## src/bts_pkg.sv

```systemverilog
`default_nettype none
package bts_pkg;

   // timing at 100 MHz (10 ns per cycle)
   localparam int unsigned CLK_PERIOD_NS      = 10;
   localparam int unsigned TSD_DEGLITCH_NS    = 100000;
   localparam int unsigned TSD_DEGLITCH_CYC   = TSD_DEGLITCH_NS / CLK_PERIOD_NS;
   localparam int unsigned TRIM_SETTLE_NS     = 1000;
   localparam int unsigned TRIM_SETTLE_CYC    = (TRIM_SETTLE_NS + CLK_PERIOD_NS - 1)
                                                / CLK_PERIOD_NS;
   localparam int unsigned GPIO_DG_NS         = 100;
   localparam int unsigned GPIO_DG_CYC        = (GPIO_DG_NS + CLK_PERIOD_NS - 1)
                                                / CLK_PERIOD_NS;
   localparam int unsigned LONG_DG_NS         = 500;
   localparam int unsigned LONG_DG_CYC        = (LONG_DG_NS + CLK_PERIOD_NS - 1)
                                                / CLK_PERIOD_NS;
   // slow timer tick: 100 kHz from 100 MHz
   localparam int unsigned SLOW_TICK_HZ       = 100000;
   localparam int unsigned CLK_HZ             = 100000000;
   localparam int unsigned SLOW_DIV_CYC       = CLK_HZ / SLOW_TICK_HZ;

   localparam int unsigned CNT_W              = 14;
   localparam int unsigned NGPIO              = 9;

   // i2c address composition
   localparam logic [6:0]  I2C_BASE_ADDR      = 7'h20;
   localparam logic [1:0]  GPIO_MODE_PP       = 2'h0;
   localparam logic [1:0]  GPIO_MODE_WEAK     = 2'h1;
   localparam logic [1:0]  GPIO_MODE_OD       = 2'h2;

   // reset values
   localparam logic        STRAP_RST          = 1'b0;

   typedef enum logic [2:0] {
      BTS_ST_RESET  = 3'b000,
      BTS_ST_REGS   = 3'b001,
      BTS_ST_TRIM   = 3'b010,
      BTS_ST_SETTLE = 3'b011,
      BTS_ST_ADDR   = 3'b100,
      BTS_ST_DEADB  = 3'b101,
      BTS_ST_RUN    = 3'b110
   } bts_state_t;

endpackage
`default_nettype wire

```

## src/bts_deglitch.sv

```systemverilog
`timescale 1ns/1ps
`default_nettype none
module bts_deglitch
   import bts_pkg::*;
#(
   parameter int unsigned DG_CYC = 4
) (
   input  wire logic clk_i,
   input  wire logic rst_i,
   input  wire logic raw_i,
   output logic      filt_o
);
   logic [CNT_W-1:0] cnt_reg;
   logic             filt_reg;
   wire              differ = raw_i != filt_reg;
   wire              done   = cnt_reg >= CNT_W'(DG_CYC - 1);

   // output follows input only after it held a new level for DG_CYC cycles
   always_ff @(posedge clk_i) begin
      if (rst_i) begin
         cnt_reg  <= '0;
         filt_reg <= 1'b0;
      end else if (!differ) begin
         cnt_reg <= '0;
      end else if (done) begin
         cnt_reg  <= '0;
         filt_reg <= raw_i;
      end else begin
         cnt_reg <= cnt_reg + CNT_W'(1);
      end
   end
   assign filt_o = filt_reg;
endmodule
`default_nettype wire

```

## src/bts_gpio_cell.sv

```systemverilog
`timescale 1ns/1ps
`default_nettype none
module bts_gpio_cell
   import bts_pkg::*;
#(
   parameter int unsigned DG_CYC = 4
) (
   input  wire logic       clk_i,
   input  wire logic       rst_i,
   input  wire logic [1:0] mode_i,
   input  wire logic       out_i,
   input  wire logic       oe_i,
   input  wire logic       analog_i,
   input  wire logic       pin_i,
   output logic            pin_o,
   output logic            pin_oe_o,
   output logic            weak_o,
   output logic            din_o,
   output logic            ana_route_o
);
   logic filt;

   // open drain only ever drives low; weak mode flags series resistance
   assign pin_o       = (mode_i == GPIO_MODE_OD) ? 1'b0 : out_i;
   assign pin_oe_o    = oe_i & ((mode_i != GPIO_MODE_OD) | ~out_i);
   assign weak_o      = mode_i == GPIO_MODE_WEAK;
   assign ana_route_o = analog_i & ~oe_i;

   bts_deglitch #(.DG_CYC(DG_CYC)) u_dg (
      .clk_i  (clk_i),
      .rst_i  (rst_i),
      .raw_i  (pin_i & ~analog_i),
      .filt_o (filt)
   );
   // digital path blanked while the pin is an analog source
   assign din_o = filt & ~analog_i;
endmodule
`default_nettype wire

```

## src/bts_supervisor.sv

```systemverilog
// What this block does
// - internal reset held while regulator rail invalid, released once valid
// - after release enable core clocks, then pulse reset interrupt to core
// - boot code fetched from one-time memory after every power-on reset
// - boot order: registers, trim load, trim settle, then i2c addresses
// - i2c address built from otp bits, debug pins and address strap
// - dead battery when external 3.3 V invalid and vbus valid
// - strap pin sampled only in dead battery, selects vbus routing
// - core overtemp disables functions except supervisor and halts core
// - core resumes only below threshold minus hysteresis
// - path overtemp opens power switches quickly, own threshold/hysteresis
// - each thermal detector output deglitched before shutdown acts
// - every thermal shutdown event raises core interrupt
// - fast domain clocks core normally and the usb phy
// - independent slow domain drives timers and core in low power
// - gpio output push-pull, weak or open drain, pulls independent
// - gpio input is deglitched digital or analog to converter
// - gpio assignable to type-c, pd or application events
// - debug-control buffer like low-speed buffer with longer deglitch
// - port node buffer on for digital monitoring, off for analog
// - debug data pin comparator plus tristate driver, clock input pulled up
`timescale 1ns/1ps
`default_nettype none
module bts_supervisor
   import bts_pkg::*;
(
   input  wire logic             clk_i,
   input  wire logic             rst_i,
   // supplies and straps
   input  wire logic             internal_regulator_rail_i,
   input  wire logic             external_supply_input_i,
   input  wire logic             vbus_valid_i,
   input  wire logic             bus_power_strap_pin_i,
   input  wire logic [1:0]       debug_control_pins_i,
   input  wire logic [1:0]       addr_strap_level_i,
   input  wire logic [3:0]       otp_addr_bits_i,
   // thermal comparators (hysteresis applied in analog)
   input  wire logic             core_overtemp_i,
   input  wire logic             path_overtemp_i,
   input  wire logic [1:0]       tsd_ack_i,
   // boot sequencing
   input  wire logic             trim_done_i,
   input  wire logic             low_power_i,
   // gpio control
   input  wire logic [2*NGPIO-1:0] gpio_mode_i,
   input  wire logic [NGPIO-1:0] gpio_out_i,
   input  wire logic [NGPIO-1:0] gpio_oe_i,
   input  wire logic [NGPIO-1:0] gpio_analog_i,
   input  wire logic [NGPIO-1:0] gpio_evt_sel_i,
   input  wire logic [NGPIO-1:0] gpio_pin_i,
   input  wire logic [NGPIO-1:0] event_i,
   input  wire logic [1:0]       dbgctl_pin_i,
   input  wire logic [1:0]       dbgctl_out_i,
   input  wire logic [1:0]       dbgctl_oe_i,
   input  wire logic [3:0]       dbgctl_mode_i,
   input  wire logic             port_monitor_i,
   input  wire logic             port_node_i,
   input  wire logic             swd_clk_pin_i,
   input  wire logic             swd_data_pin_i,
   input  wire logic             swd_data_out_i,
   input  wire logic             swd_data_oe_i,
   // outputs
   output logic                  core_rst_o,
   output logic                  core_clk_en_o,
   output logic                  reset_irq_o,
   output logic                  otp_fetch_o,
   output logic                  reg_init_o,
   output logic                  trim_load_o,
   output logic [6:0]            i2c_addr_o,
   output logic                  i2c_addr_valid_o,
   output logic                  dead_battery_o,
   output logic                  vbus_route_o,
   output logic                  boot_done_o,
   output logic                  core_halt_o,
   output logic                  func_disable_o,
   output logic                  switches_open_o,
   output logic                  thermal_irq_o,
   output logic [1:0]            tsd_status_o,
   output logic                  fast_clk_sel_o,
   output logic                  slow_tick_o,
   output logic [NGPIO-1:0]      gpio_pin_o,
   output logic [NGPIO-1:0]      gpio_pin_oe_o,
   output logic [NGPIO-1:0]      gpio_weak_o,
   output logic [NGPIO-1:0]      gpio_din_o,
   output logic [NGPIO-1:0]      gpio_ana_o,
   output logic [1:0]            dbgctl_pin_o,
   output logic [1:0]            dbgctl_pin_oe_o,
   output logic [1:0]            dbgctl_din_o,
   output logic                  port_node_din_o,
   output logic                  port_buf_en_o,
   output logic                  swd_clk_o,
   output logic                  swd_clk_pullup_o,
   output logic                  swd_data_din_o,
   output logic                  swd_data_pin_o,
   output logic                  swd_data_pin_oe_o
);

   ////////////////////////////////////////////////////////////////////////////
   // boot sequencer

   bts_state_t       state_reg, state_next;
   logic [CNT_W-1:0] cnt_reg;
   logic             irq_done_reg;
   logic             reset_irq_reg;
   logic [6:0]       addr_reg;
   logic             deadb_reg;
   logic             route_reg;
   wire              settle_done = cnt_reg >= CNT_W'(TRIM_SETTLE_CYC - 1);
   wire              por_hold    = ~internal_regulator_rail_i;

   // next state: any rail drop returns to reset
   always_comb begin
      state_next = state_reg;
      case (state_reg)
         BTS_ST_RESET:  if (!por_hold) state_next = BTS_ST_REGS;
         BTS_ST_REGS:   if (irq_done_reg) state_next = BTS_ST_TRIM;
         BTS_ST_TRIM:   if (trim_done_i) state_next = BTS_ST_SETTLE;
         BTS_ST_SETTLE: if (settle_done) state_next = BTS_ST_ADDR;
         BTS_ST_ADDR:   state_next = BTS_ST_DEADB;
         BTS_ST_DEADB:  state_next = BTS_ST_RUN;
         BTS_ST_RUN:    state_next = BTS_ST_RUN;
         default:       state_next = BTS_ST_RESET;
      endcase
      if (por_hold) state_next = BTS_ST_RESET;
   end

   // settle counter only runs in its own state
   always_ff @(posedge clk_i) begin
      if (rst_i || state_reg != BTS_ST_SETTLE) cnt_reg <= '0;
      else cnt_reg <= cnt_reg + CNT_W'(1);
   end

   always_ff @(posedge clk_i) begin
      if (rst_i) state_reg <= BTS_ST_RESET;
      else state_reg <= state_next;
   end

   // one-cycle reset interrupt once clocks run after release
   always_ff @(posedge clk_i) begin
      if (rst_i || state_reg == BTS_ST_RESET) begin
         reset_irq_reg <= 1'b0;
         irq_done_reg  <= 1'b0;
      end else begin
         reset_irq_reg <= (state_reg == BTS_ST_REGS) && !irq_done_reg;
         irq_done_reg  <= 1'b1;
      end
   end

   // address: base plus strap, debug pins and otp mix
   wire [6:0] addr_calc = I2C_BASE_ADDR
                          ^ {otp_addr_bits_i, 3'h0}
                          ^ {3'h0, debug_control_pins_i, addr_strap_level_i};

   always_ff @(posedge clk_i) begin
      if (rst_i || state_reg == BTS_ST_RESET) begin
         addr_reg  <= 7'h00;
         deadb_reg <= 1'b0;
         route_reg <= STRAP_RST;
      end else begin
         if (state_reg == BTS_ST_ADDR) addr_reg <= addr_calc;
         if (state_reg == BTS_ST_DEADB) begin
            deadb_reg <= ~external_supply_input_i & vbus_valid_i;
            // strap is only looked at when booting from vbus alone
            if (~external_supply_input_i & vbus_valid_i)
               route_reg <= bus_power_strap_pin_i;
         end
      end
   end

   assign core_rst_o       = state_reg == BTS_ST_RESET;
   assign core_clk_en_o    = !core_rst_o && !core_halt_o;
   assign reset_irq_o      = reset_irq_reg;
   assign otp_fetch_o      = state_reg == BTS_ST_REGS;
   assign reg_init_o       = state_reg == BTS_ST_REGS;
   assign trim_load_o      = state_reg == BTS_ST_TRIM;
   assign i2c_addr_o       = addr_reg;
   assign i2c_addr_valid_o = state_reg == BTS_ST_DEADB || state_reg == BTS_ST_RUN;
   assign dead_battery_o   = deadb_reg;
   assign vbus_route_o     = route_reg;
   assign boot_done_o      = state_reg == BTS_ST_RUN;

   ////////////////////////////////////////////////////////////////////////////
   // thermal shutdown

   logic       core_hot;
   logic       path_hot;
   logic       core_hot_d_reg;
   logic       path_hot_d_reg;
   logic [1:0] tsd_flag_reg;

   // long filter hides comparator chatter near threshold
   bts_deglitch #(.DG_CYC(TSD_DEGLITCH_CYC)) u_dg_core (
      .clk_i  (clk_i),
      .rst_i  (rst_i),
      .raw_i  (core_overtemp_i),
      .filt_o (core_hot)
   );
   bts_deglitch #(.DG_CYC(TSD_DEGLITCH_CYC)) u_dg_path (
      .clk_i  (clk_i),
      .rst_i  (rst_i),
      .raw_i  (path_overtemp_i),
      .filt_o (path_hot)
   );

   wire core_rise = core_hot & ~core_hot_d_reg;
   wire path_rise = path_hot & ~path_hot_d_reg;

   // sticky flags: a new event wins over a simultaneous ack
   always_ff @(posedge clk_i) begin
      if (rst_i) begin
         core_hot_d_reg <= 1'b0;
         path_hot_d_reg <= 1'b0;
         tsd_flag_reg   <= 2'h0;
      end else begin
         core_hot_d_reg <= core_hot;
         path_hot_d_reg <= path_hot;
         tsd_flag_reg   <= (tsd_flag_reg & ~tsd_ack_i) | {path_rise, core_rise};
      end
   end

   // comparator release point carries the hysteresis, so we just follow it
   assign core_halt_o     = core_hot;
   assign func_disable_o  = core_hot;
   assign switches_open_o = path_hot;
   assign thermal_irq_o   = |tsd_flag_reg;
   assign tsd_status_o    = tsd_flag_reg;

   ////////////////////////////////////////////////////////////////////////////
   // clocks: fast domain select and slow timer tick

   logic [CNT_W-1:0] div_reg;
   wire              div_wrap = div_reg == CNT_W'(SLOW_DIV_CYC - 1);

   always_ff @(posedge clk_i) begin
      if (rst_i || div_wrap) div_reg <= '0;
      else div_reg <= div_reg + CNT_W'(1);
   end

   assign slow_tick_o    = div_wrap;
   assign fast_clk_sel_o = ~low_power_i & ~core_rst_o;

   ////////////////////////////////////////////////////////////////////////////
   // pin buffers

   logic [NGPIO-1:0] gpio_drv;
   // event routing: a pin either follows its hardware event or software
   assign gpio_drv = (gpio_evt_sel_i & event_i) | (~gpio_evt_sel_i & gpio_out_i);

   for (genvar g = 0; g < NGPIO; g++) begin : g_gpio
      bts_gpio_cell #(.DG_CYC(GPIO_DG_CYC)) u_cell (
         .clk_i       (clk_i),
         .rst_i       (rst_i),
         .mode_i      (gpio_mode_i[2*g +: 2]),
         .out_i       (gpio_drv[g]),
         .oe_i        (gpio_oe_i[g]),
         .analog_i    (gpio_analog_i[g]),
         .pin_i       (gpio_pin_i[g]),
         .pin_o       (gpio_pin_o[g]),
         .pin_oe_o    (gpio_pin_oe_o[g]),
         .weak_o      (gpio_weak_o[g]),
         .din_o       (gpio_din_o[g]),
         .ana_route_o (gpio_ana_o[g])
      );
   end

   for (genvar d = 0; d < 2; d++) begin : g_dbg
      // same cell with a longer filter, analog path tied off
      bts_gpio_cell #(.DG_CYC(LONG_DG_CYC)) u_cell (
         .clk_i       (clk_i),
         .rst_i       (rst_i),
         .mode_i      (dbgctl_mode_i[2*d +: 2]),
         .out_i       (dbgctl_out_i[d]),
         .oe_i        (dbgctl_oe_i[d]),
         .analog_i    (1'b0),
         .pin_i       (dbgctl_pin_i[d]),
         .pin_o       (dbgctl_pin_o[d]),
         .pin_oe_o    (dbgctl_pin_oe_o[d]),
         .weak_o      (),
         .din_o       (dbgctl_din_o[d]),
         .ana_route_o ()
      );
   end

   // port node buffer gated off so analog sees no digital load
   assign port_buf_en_o     = port_monitor_i;
   assign port_node_din_o   = port_monitor_i & port_node_i;
   // debug link: clock input only, pulled up; data with tristate driver
   assign swd_clk_o         = swd_clk_pin_i;
   assign swd_clk_pullup_o  = 1'b1;
   assign swd_data_din_o    = swd_data_pin_i;
   assign swd_data_pin_o    = swd_data_out_i;
   assign swd_data_pin_oe_o = swd_data_oe_i;
endmodule
`default_nettype wire

```

## config.mk

```make
export PLATFORM = sky130hd
export DESIGN_NAME = bts_supervisor
export DESIGN_NICKNAME = d
export VERILOG_FILES = /design/src/bts_pkg.sv /design/src/bts_deglitch.sv /design/src/bts_gpio_cell.sv /design/src/bts_supervisor.sv
export SDC_FILE = /design/constraint.sdc
export NUM_CORES = 1
export LEC_CHECK = 0
export ABC_AREA = 1
export BUFFER_PORTS_ARGS = -buffer_cell sky130_fd_sc_hd__buf_2
export CAP_MARGIN = 20
export CORE_ASPECT_RATIO = 1.5
export CORE_UTILIZATION = 35
export CTS_CLUSTER_DIAMETER = 30
export CTS_CLUSTER_SIZE = 8
export DETAILED_ROUTE_END_ITERATION = 12
export PLACE_DENSITY = 0.58
export SETUP_SLACK_MARGIN = 0.2
export SLEW_MARGIN = 15
export SYNTH_ARGS = -nofsm -noshare
export SYNTH_HDL_FRONTEND = slang
export SYNTH_SLANG_ARGS = --single-unit
```

## constraint.sdc

```tcl
create_clock -name clk_i -period 3.15 [get_ports clk_i]
set_input_delay 0.4725 -clock clk_i [delete_from_list [all_inputs] [get_ports clk_i]]
set_output_delay 0.4725 -clock clk_i [all_outputs]
set_load 0.005 [all_outputs]
```

==> out/metrics.cfg, run 1 <==
[yosys]
yosys_register_bits = 241
ys.warnings.count = 0
synth_top_flop_cell = dfxtp_1
seq_area_frac_synth = 0.487
avgSynthCellArea_um2 = 8.02
synth-edff-count = 0
syn_inst = 1234
async_flop_share = 0
netlist_area_um2 = 9900
synthDistinctLibCells = 40

[place]
placed_cells = 1801
io_buffers = 181
place.gp.congestion = 0.815
hpwl_um = 12900
dp_slack_ns = 1.08

[routing]
drt_wl_total_um = 17600
drc = 0
vias_per_cell = 4.13
post_drt_wl_per_cell_um = 9.37
num_vias = 7735
ant_nets = 0
dr.pass1.iters = 4
drt_iter0_drc = 241

[power_and_ir_drop]
seqPwrFrac = 0.386
sw_frac_of_total = 0.196
leakagePower_nw = 5.67
irDropWorstVdd_mv = 0.386
p_int_mw = 6.61
power.density_nw_per_um2 = 650
power_frac_comb = 0.037
clockPowerShare = 0.577
power.switching_mw = 1.61
power_mw = 8.22

[worst_setup_path]
path_cells = nand2_2, nor2_1, nand4_1, nor3_1, buf_2
worst-setup-path-type = register to primary output
reg2reg_slack_ns = 1.64
critPathBufInv = 1
reg2reg_from = u_dg_path.cnt_reg[0]$_SDFF_PP0_
ff2ff_path_depth = 6
crit_required_ns = 2.68
critPathMaxStageDelay_ns = 0.39
critPathTopFamily = simple AND/OR/NAND/NOR gates
r2r-end = u_dg_path.cnt_reg[5]$_SDFF_PP0_
cp_slowest_cell = dfxtp_1
startpoint_type = register
arrival_ns = 1.66
crit_fanout = 5
crit_path_end_kind = primary output

[finish]
n_antenna_cell = 0
largest_reg_flops = 126
drive_gt1_frac = 0.190
area_growth_pct = 27.8
final_common_cell = nor2_1
fin_cells = 1874
final_cell_mix = 257 x nor2_1, 241 x dfxtp_1, 194 x nand2_1
final_nets = 1646

[global_route]
grt_pass1_wl_um = 30200
grt_max_degree = 15
gr-usage-all-layers = 0.124
grt-ovfl-total = 0
grt_pass1_vias = 7241
antenna_found_initial = 0

[cts]
post-cts-setup-buffer-count = 0
cts_tree = done
hold_buffers = 0
clk_pin_slew_ns = 0.04
clk-insertion-delay-late_ns = 0.51
cts_resized = 0
clockBufferDepth = 3
cts.sinks = 241
clockRootBuffer = clkbuf_16
h-tree-depth = 2
numCtsBuffers = 44

[sta]
finalSetupViolations = 0
finalCritPeriodShare = 0.677
finalHoldViolCount = 0
slew_viol_final = 0
finalCriticalPeriod_ns = 2.13
rsz0062_at_grt = no
max_freq_mhz = 469
fin_ws_ns = 1.02
totalNegativeSetupSlack_ns = 0
clock_skew_ns = 0.00785

[die]
io_pins = 191
initial_utilization = 0.355
core.rowCount = 75
chipHeight_um = 208
die_area_um2 = 29000
die_w_um = 139
core_um2 = 27900

[hold_path]
hold_depth = 2
hold_class = input port to register
hold_start = otp_addr_bits_i[2]
hold_path_end = i2c_addr_o[5]$_SDFFE_PN0P_

[run]
cap_violations = 0

[status]
status = finished, final reports clean

## area by class of cell
type                    instances  area (um^2)
fillers                      2744        15200
flip-flops and latches        241         4820
multi-input cells             881         4410
clock buffers                  60         1260
repair buffers                182          913
inverters                     151          567
well taps                     346          433
clock inverters                13          243
## per-layer routing
metal / part of all wire / vias to the layer above / track usage / wire, um
met2: 0.52 / 136 / 0.236 / 9150
met5: 0 / - / 0 / 0
li1: - / 4202 / - / -
met3: 0.051 / 40 / 0.0304 / 899
met4: 0.025 / 0 / 0.0563 / 437
met1: 0.40 / 3357 / 0.124 / 7080
## stage by stage
step | area, um^2 | hold WS [ns] | util
2_1_floorplan | 10300 | 0.401 | -
3_3_place_gp | 11100 | 0.405 | 0.400
3_5_place_dp | 11100 | 0.412 | 0.400
4_1_cts | 12700 | 0.112 | 0.454
5_1_grt | 12700 | 0.121 | 0.454
6_report | 12700 | 0.142 | 0.454
## power by group through the flow
stage / registers (mW) / logic [mW] / clock network [mW]
after detailed placement: 3.23 / 0.304 / 0
after global routing: 3.18 / 0.348 / 5.04
after CTS: 3.17 / 0.306 / 4.88
after floorplan: 3.22 / 0.220 / 0
final: 3.17 / 0.302 / 4.75
after global placement: 3.23 / 0.300 / 0
## synth_stat cells (all sizes together) (9+ instances only)
cell     n  area share
buf     65       0.050
ha      37       0.047
nand4   13      0.0082
nor3    16      0.0096
inv    151       0.057
o21a    10      0.0076
nor2   271        0.11
mux2i    9      0.0091
xnor2   22       0.019
o21ai   18      0.0091
nand2  201       0.078
a21oi   58       0.030
nand3   65       0.035
xor2    31       0.027
dfxtp  241        0.49
## worst max path at each step
stage                           from                                to  cells past startpoint  slack, ns
3_5_place_dp                   rst_i   u_dg_path.cnt_reg[9]$_SDFF_PP0_                      6       1.08
2_1_floorplan  div_reg[5]$_SDFF_PP0_                       slow_tick_o                      4       1.78
3_3_place_gp                   rst_i  u_dg_path.cnt_reg[12]$_SDFF_PP0_                      6       1.13
5_1_grt        div_reg[5]$_SDFF_PP0_                       slow_tick_o                      5       0.87
6_report       div_reg[5]$_SDFF_PP0_                       slow_tick_o                      5       1.02
4_1_cts        div_reg[5]$_SDFF_PP0_                       slow_tick_o                      5       0.99
## cell families after synthesis
group,Yosys count,share of synthesized area
XOR/XNOR,53,0.0469
adder cells (fa/ha/maj),37,0.0468
multiplexers,9,0.00910
flip-flops,241,0.487
other,2,0.000758
AND/OR/NAND/NOR,584,0.251
buffers and inverters,217,0.107
AO/OA/AOI/OAI,91,0.0513
Power figures use the tool's default switching activity.
==> run 2: changes to the inputs <==
==> constraint.sdc (replaced) <==
create_clock -name clk_i -period 2.1 [get_ports clk_i]
set_input_delay 0.315 -clock clk_i [delete_from_list [all_inputs] [get_ports clk_i]]
set_output_delay 0.315 -clock clk_i [all_outputs]
set_load 0.005 [all_outputs]
==> run 2 against run 1 <==
Cell count up 0.21%. Clock power up 42%. Core utilization hardly changed. Non-clock buffer count is 5 higher. Register-to-register slack got worse by 1.0 ns. Critical endpoint unchanged.
==> out/metrics.cfg, run 2 (synthesis gave the netlist of run 1 again) <==
[sta]
finalHoldViolCount = 0
rsz0062_at_grt = yes
whs_ns = 0.0503
slew_viol_final = 0
max_freq_mhz = 551
finalCriticalPeriod_ns = 1.81
finalCritPeriodShare = 0.864
clock_skew_ns = 0.0157
fin_ws_ns = 0.285
totalNegativeSetupSlack_ns = 0
finalSetupViolations = 0

[die]
io_pins = 191
core_um2 = 27900
chipHeight_um = 208
die_w_um = 139
die_area_um2 = 29000
initial_utilization = 0.355
core.rowCount = 75

[global_route]
grt-ovfl-total = 0
grt_pass1_wl_um = 30400
grt_pass1_vias = 7498
grt_max_degree = 19
antenna_found_initial = 0
gr-usage-all-layers = 0.126

[place]
dpl_cell_area_um2 = 11200
dp_slack_ns = 0.539
place.gp.congestion = 0.793
hpwl_um = 13000
io_buffers = 181

[routing]
dr.pass1.iters = 4
ant_nets = 0
drt_iter0_drc = 264
drt_wl_total_um = 17600
drc = 0
post_drt_wl_per_cell_um = 9.37
num_vias = 7871
vias_per_cell = 4.19

[cts]
cts_tree = done
numCtsBuffers = 43
h-tree-depth = 2
clockRootBuffer = clkbuf_16
clk-insertion-delay-late_ns = 0.52
clockBufferDepth = 3
cts.sinks = 241
clk_pin_slew_ns = 0.04

[power_and_ir_drop]
leakagePower_nw = 5.67
irDropWorstVdd_mv = 0.525
power_mw = 12.0
power.density_nw_per_um2 = 946

[finish]
num-fill-cells = 2719
drive_gt1_frac = 0.194
multiInputGateArea_um2 = 4430
area_growth_pct = 27.7
final_cell_area_um2 = 12600
final_common_cell = nor2_1
final_nets = 1650
n_antenna_cell = 0
final_cell_mix = 255 x nor2_1, 237 x dfxtp_1, 193 x nand2_1
ff_latch_area_um2 = 4830
largest_reg_flops = 126

[worst_setup_path]
crit_path_end_kind = primary output
arrival_ns = 1.50
crit_required_ns = 1.78
crit_fanout = 4
path_cells = ha_2, nand2_1, nor3_1, buf_2
startpoint_type = register
critPathMaxStageDelay_ns = 0.35
cp_slowest_cell = dfxtp_1
worst-setup-path-type = register to primary output

[status]
status = finished, final reports clean

[hold_path]
hold_class = input port to register

[run]
cap_violations = 0

-- run 2: worst paths after layout --
| check | start | endpoint | slack (ns) | depth (start not counted) |
|---|---|---|---|---|
| max reg2reg | u_dg_path.cnt_reg[0]$_SDFF_PP0_ | u_dg_path.cnt_reg[2]$_SDFF_PP0_ | 0.62 | 6 |
| max | div_reg[0]$_SDFF_PP0_ | slow_tick_o | 0.29 | 4 |
| min reg2reg | core_hot_d_reg$_SDFF_PP0_ | tsd_status_o[0]$_SDFF_PP0_ | 0.42 | 1 |
| min | otp_addr_bits_i[1] | i2c_addr_o[4]$_SDFFE_PN0P_ | 0.05 | 3 |
-- run 2: timing repair --
action,CTS,global route
pin swaps,1,0
setup endpoints to repair,2,4
hold buffers,3,0
hold endpoints to repair,3,0
setup buffers,1,0
cloned,0,0
resized for setup,3,6
-- run 2: cell type report --
cell class                      instances  area share
Timing Repair Buffer                  187      0.0768
Clock buffer                           59      0.0972
Inverter                              151      0.0448
Tap cell                              346      0.0342
Multi-Input combinational cell        881       0.350
Clock inverter                         13      0.0150
Sequential cell                       241       0.382
-- run 2: routing by layer --
| metal | wire [um] | part of all wire | track usage |
|---|---|---|---|
| met5 | 0 | 0 | 0 |
| met4 | 605 | 0.034 | 0.0693 |
| met3 | 840 | 0.048 | 0.0292 |
| met2 | 9180 | 0.52 | 0.240 |
| met1 | 6980 | 0.40 | 0.123 |
-- run 2: worst max-delay path, delay by kind of cell, from the launching register on --
kind / cells / cell delay (ns)
flops: 1 / 0.35
fa+ha+maj: 1 / 0.23
buf+inv: 1 / 0.14
simple gates: 2 / 0.27
-- run 2: where the power goes --
| part | leakage [nW] | switching [mW] | internal [mW] |
|---|---|---|---|
| Combinational | 2.98 | 0.249 | 0.215 |
| Clock | 0.703 | 2.10 | 4.63 |
| Sequential | 1.99 | 0.0398 | 4.72 |
| Total | 5.67 | 2.39 | 9.57 |
-- run 2: through the flow --
stage | utilization | std cells
floorplan | - | 1339
global placement | 0.401 | 1802
detailed placement | 0.401 | 1802
CTS | 0.453 | 1878
global route | 0.454 | 1878
finish | 0.454 | 1878
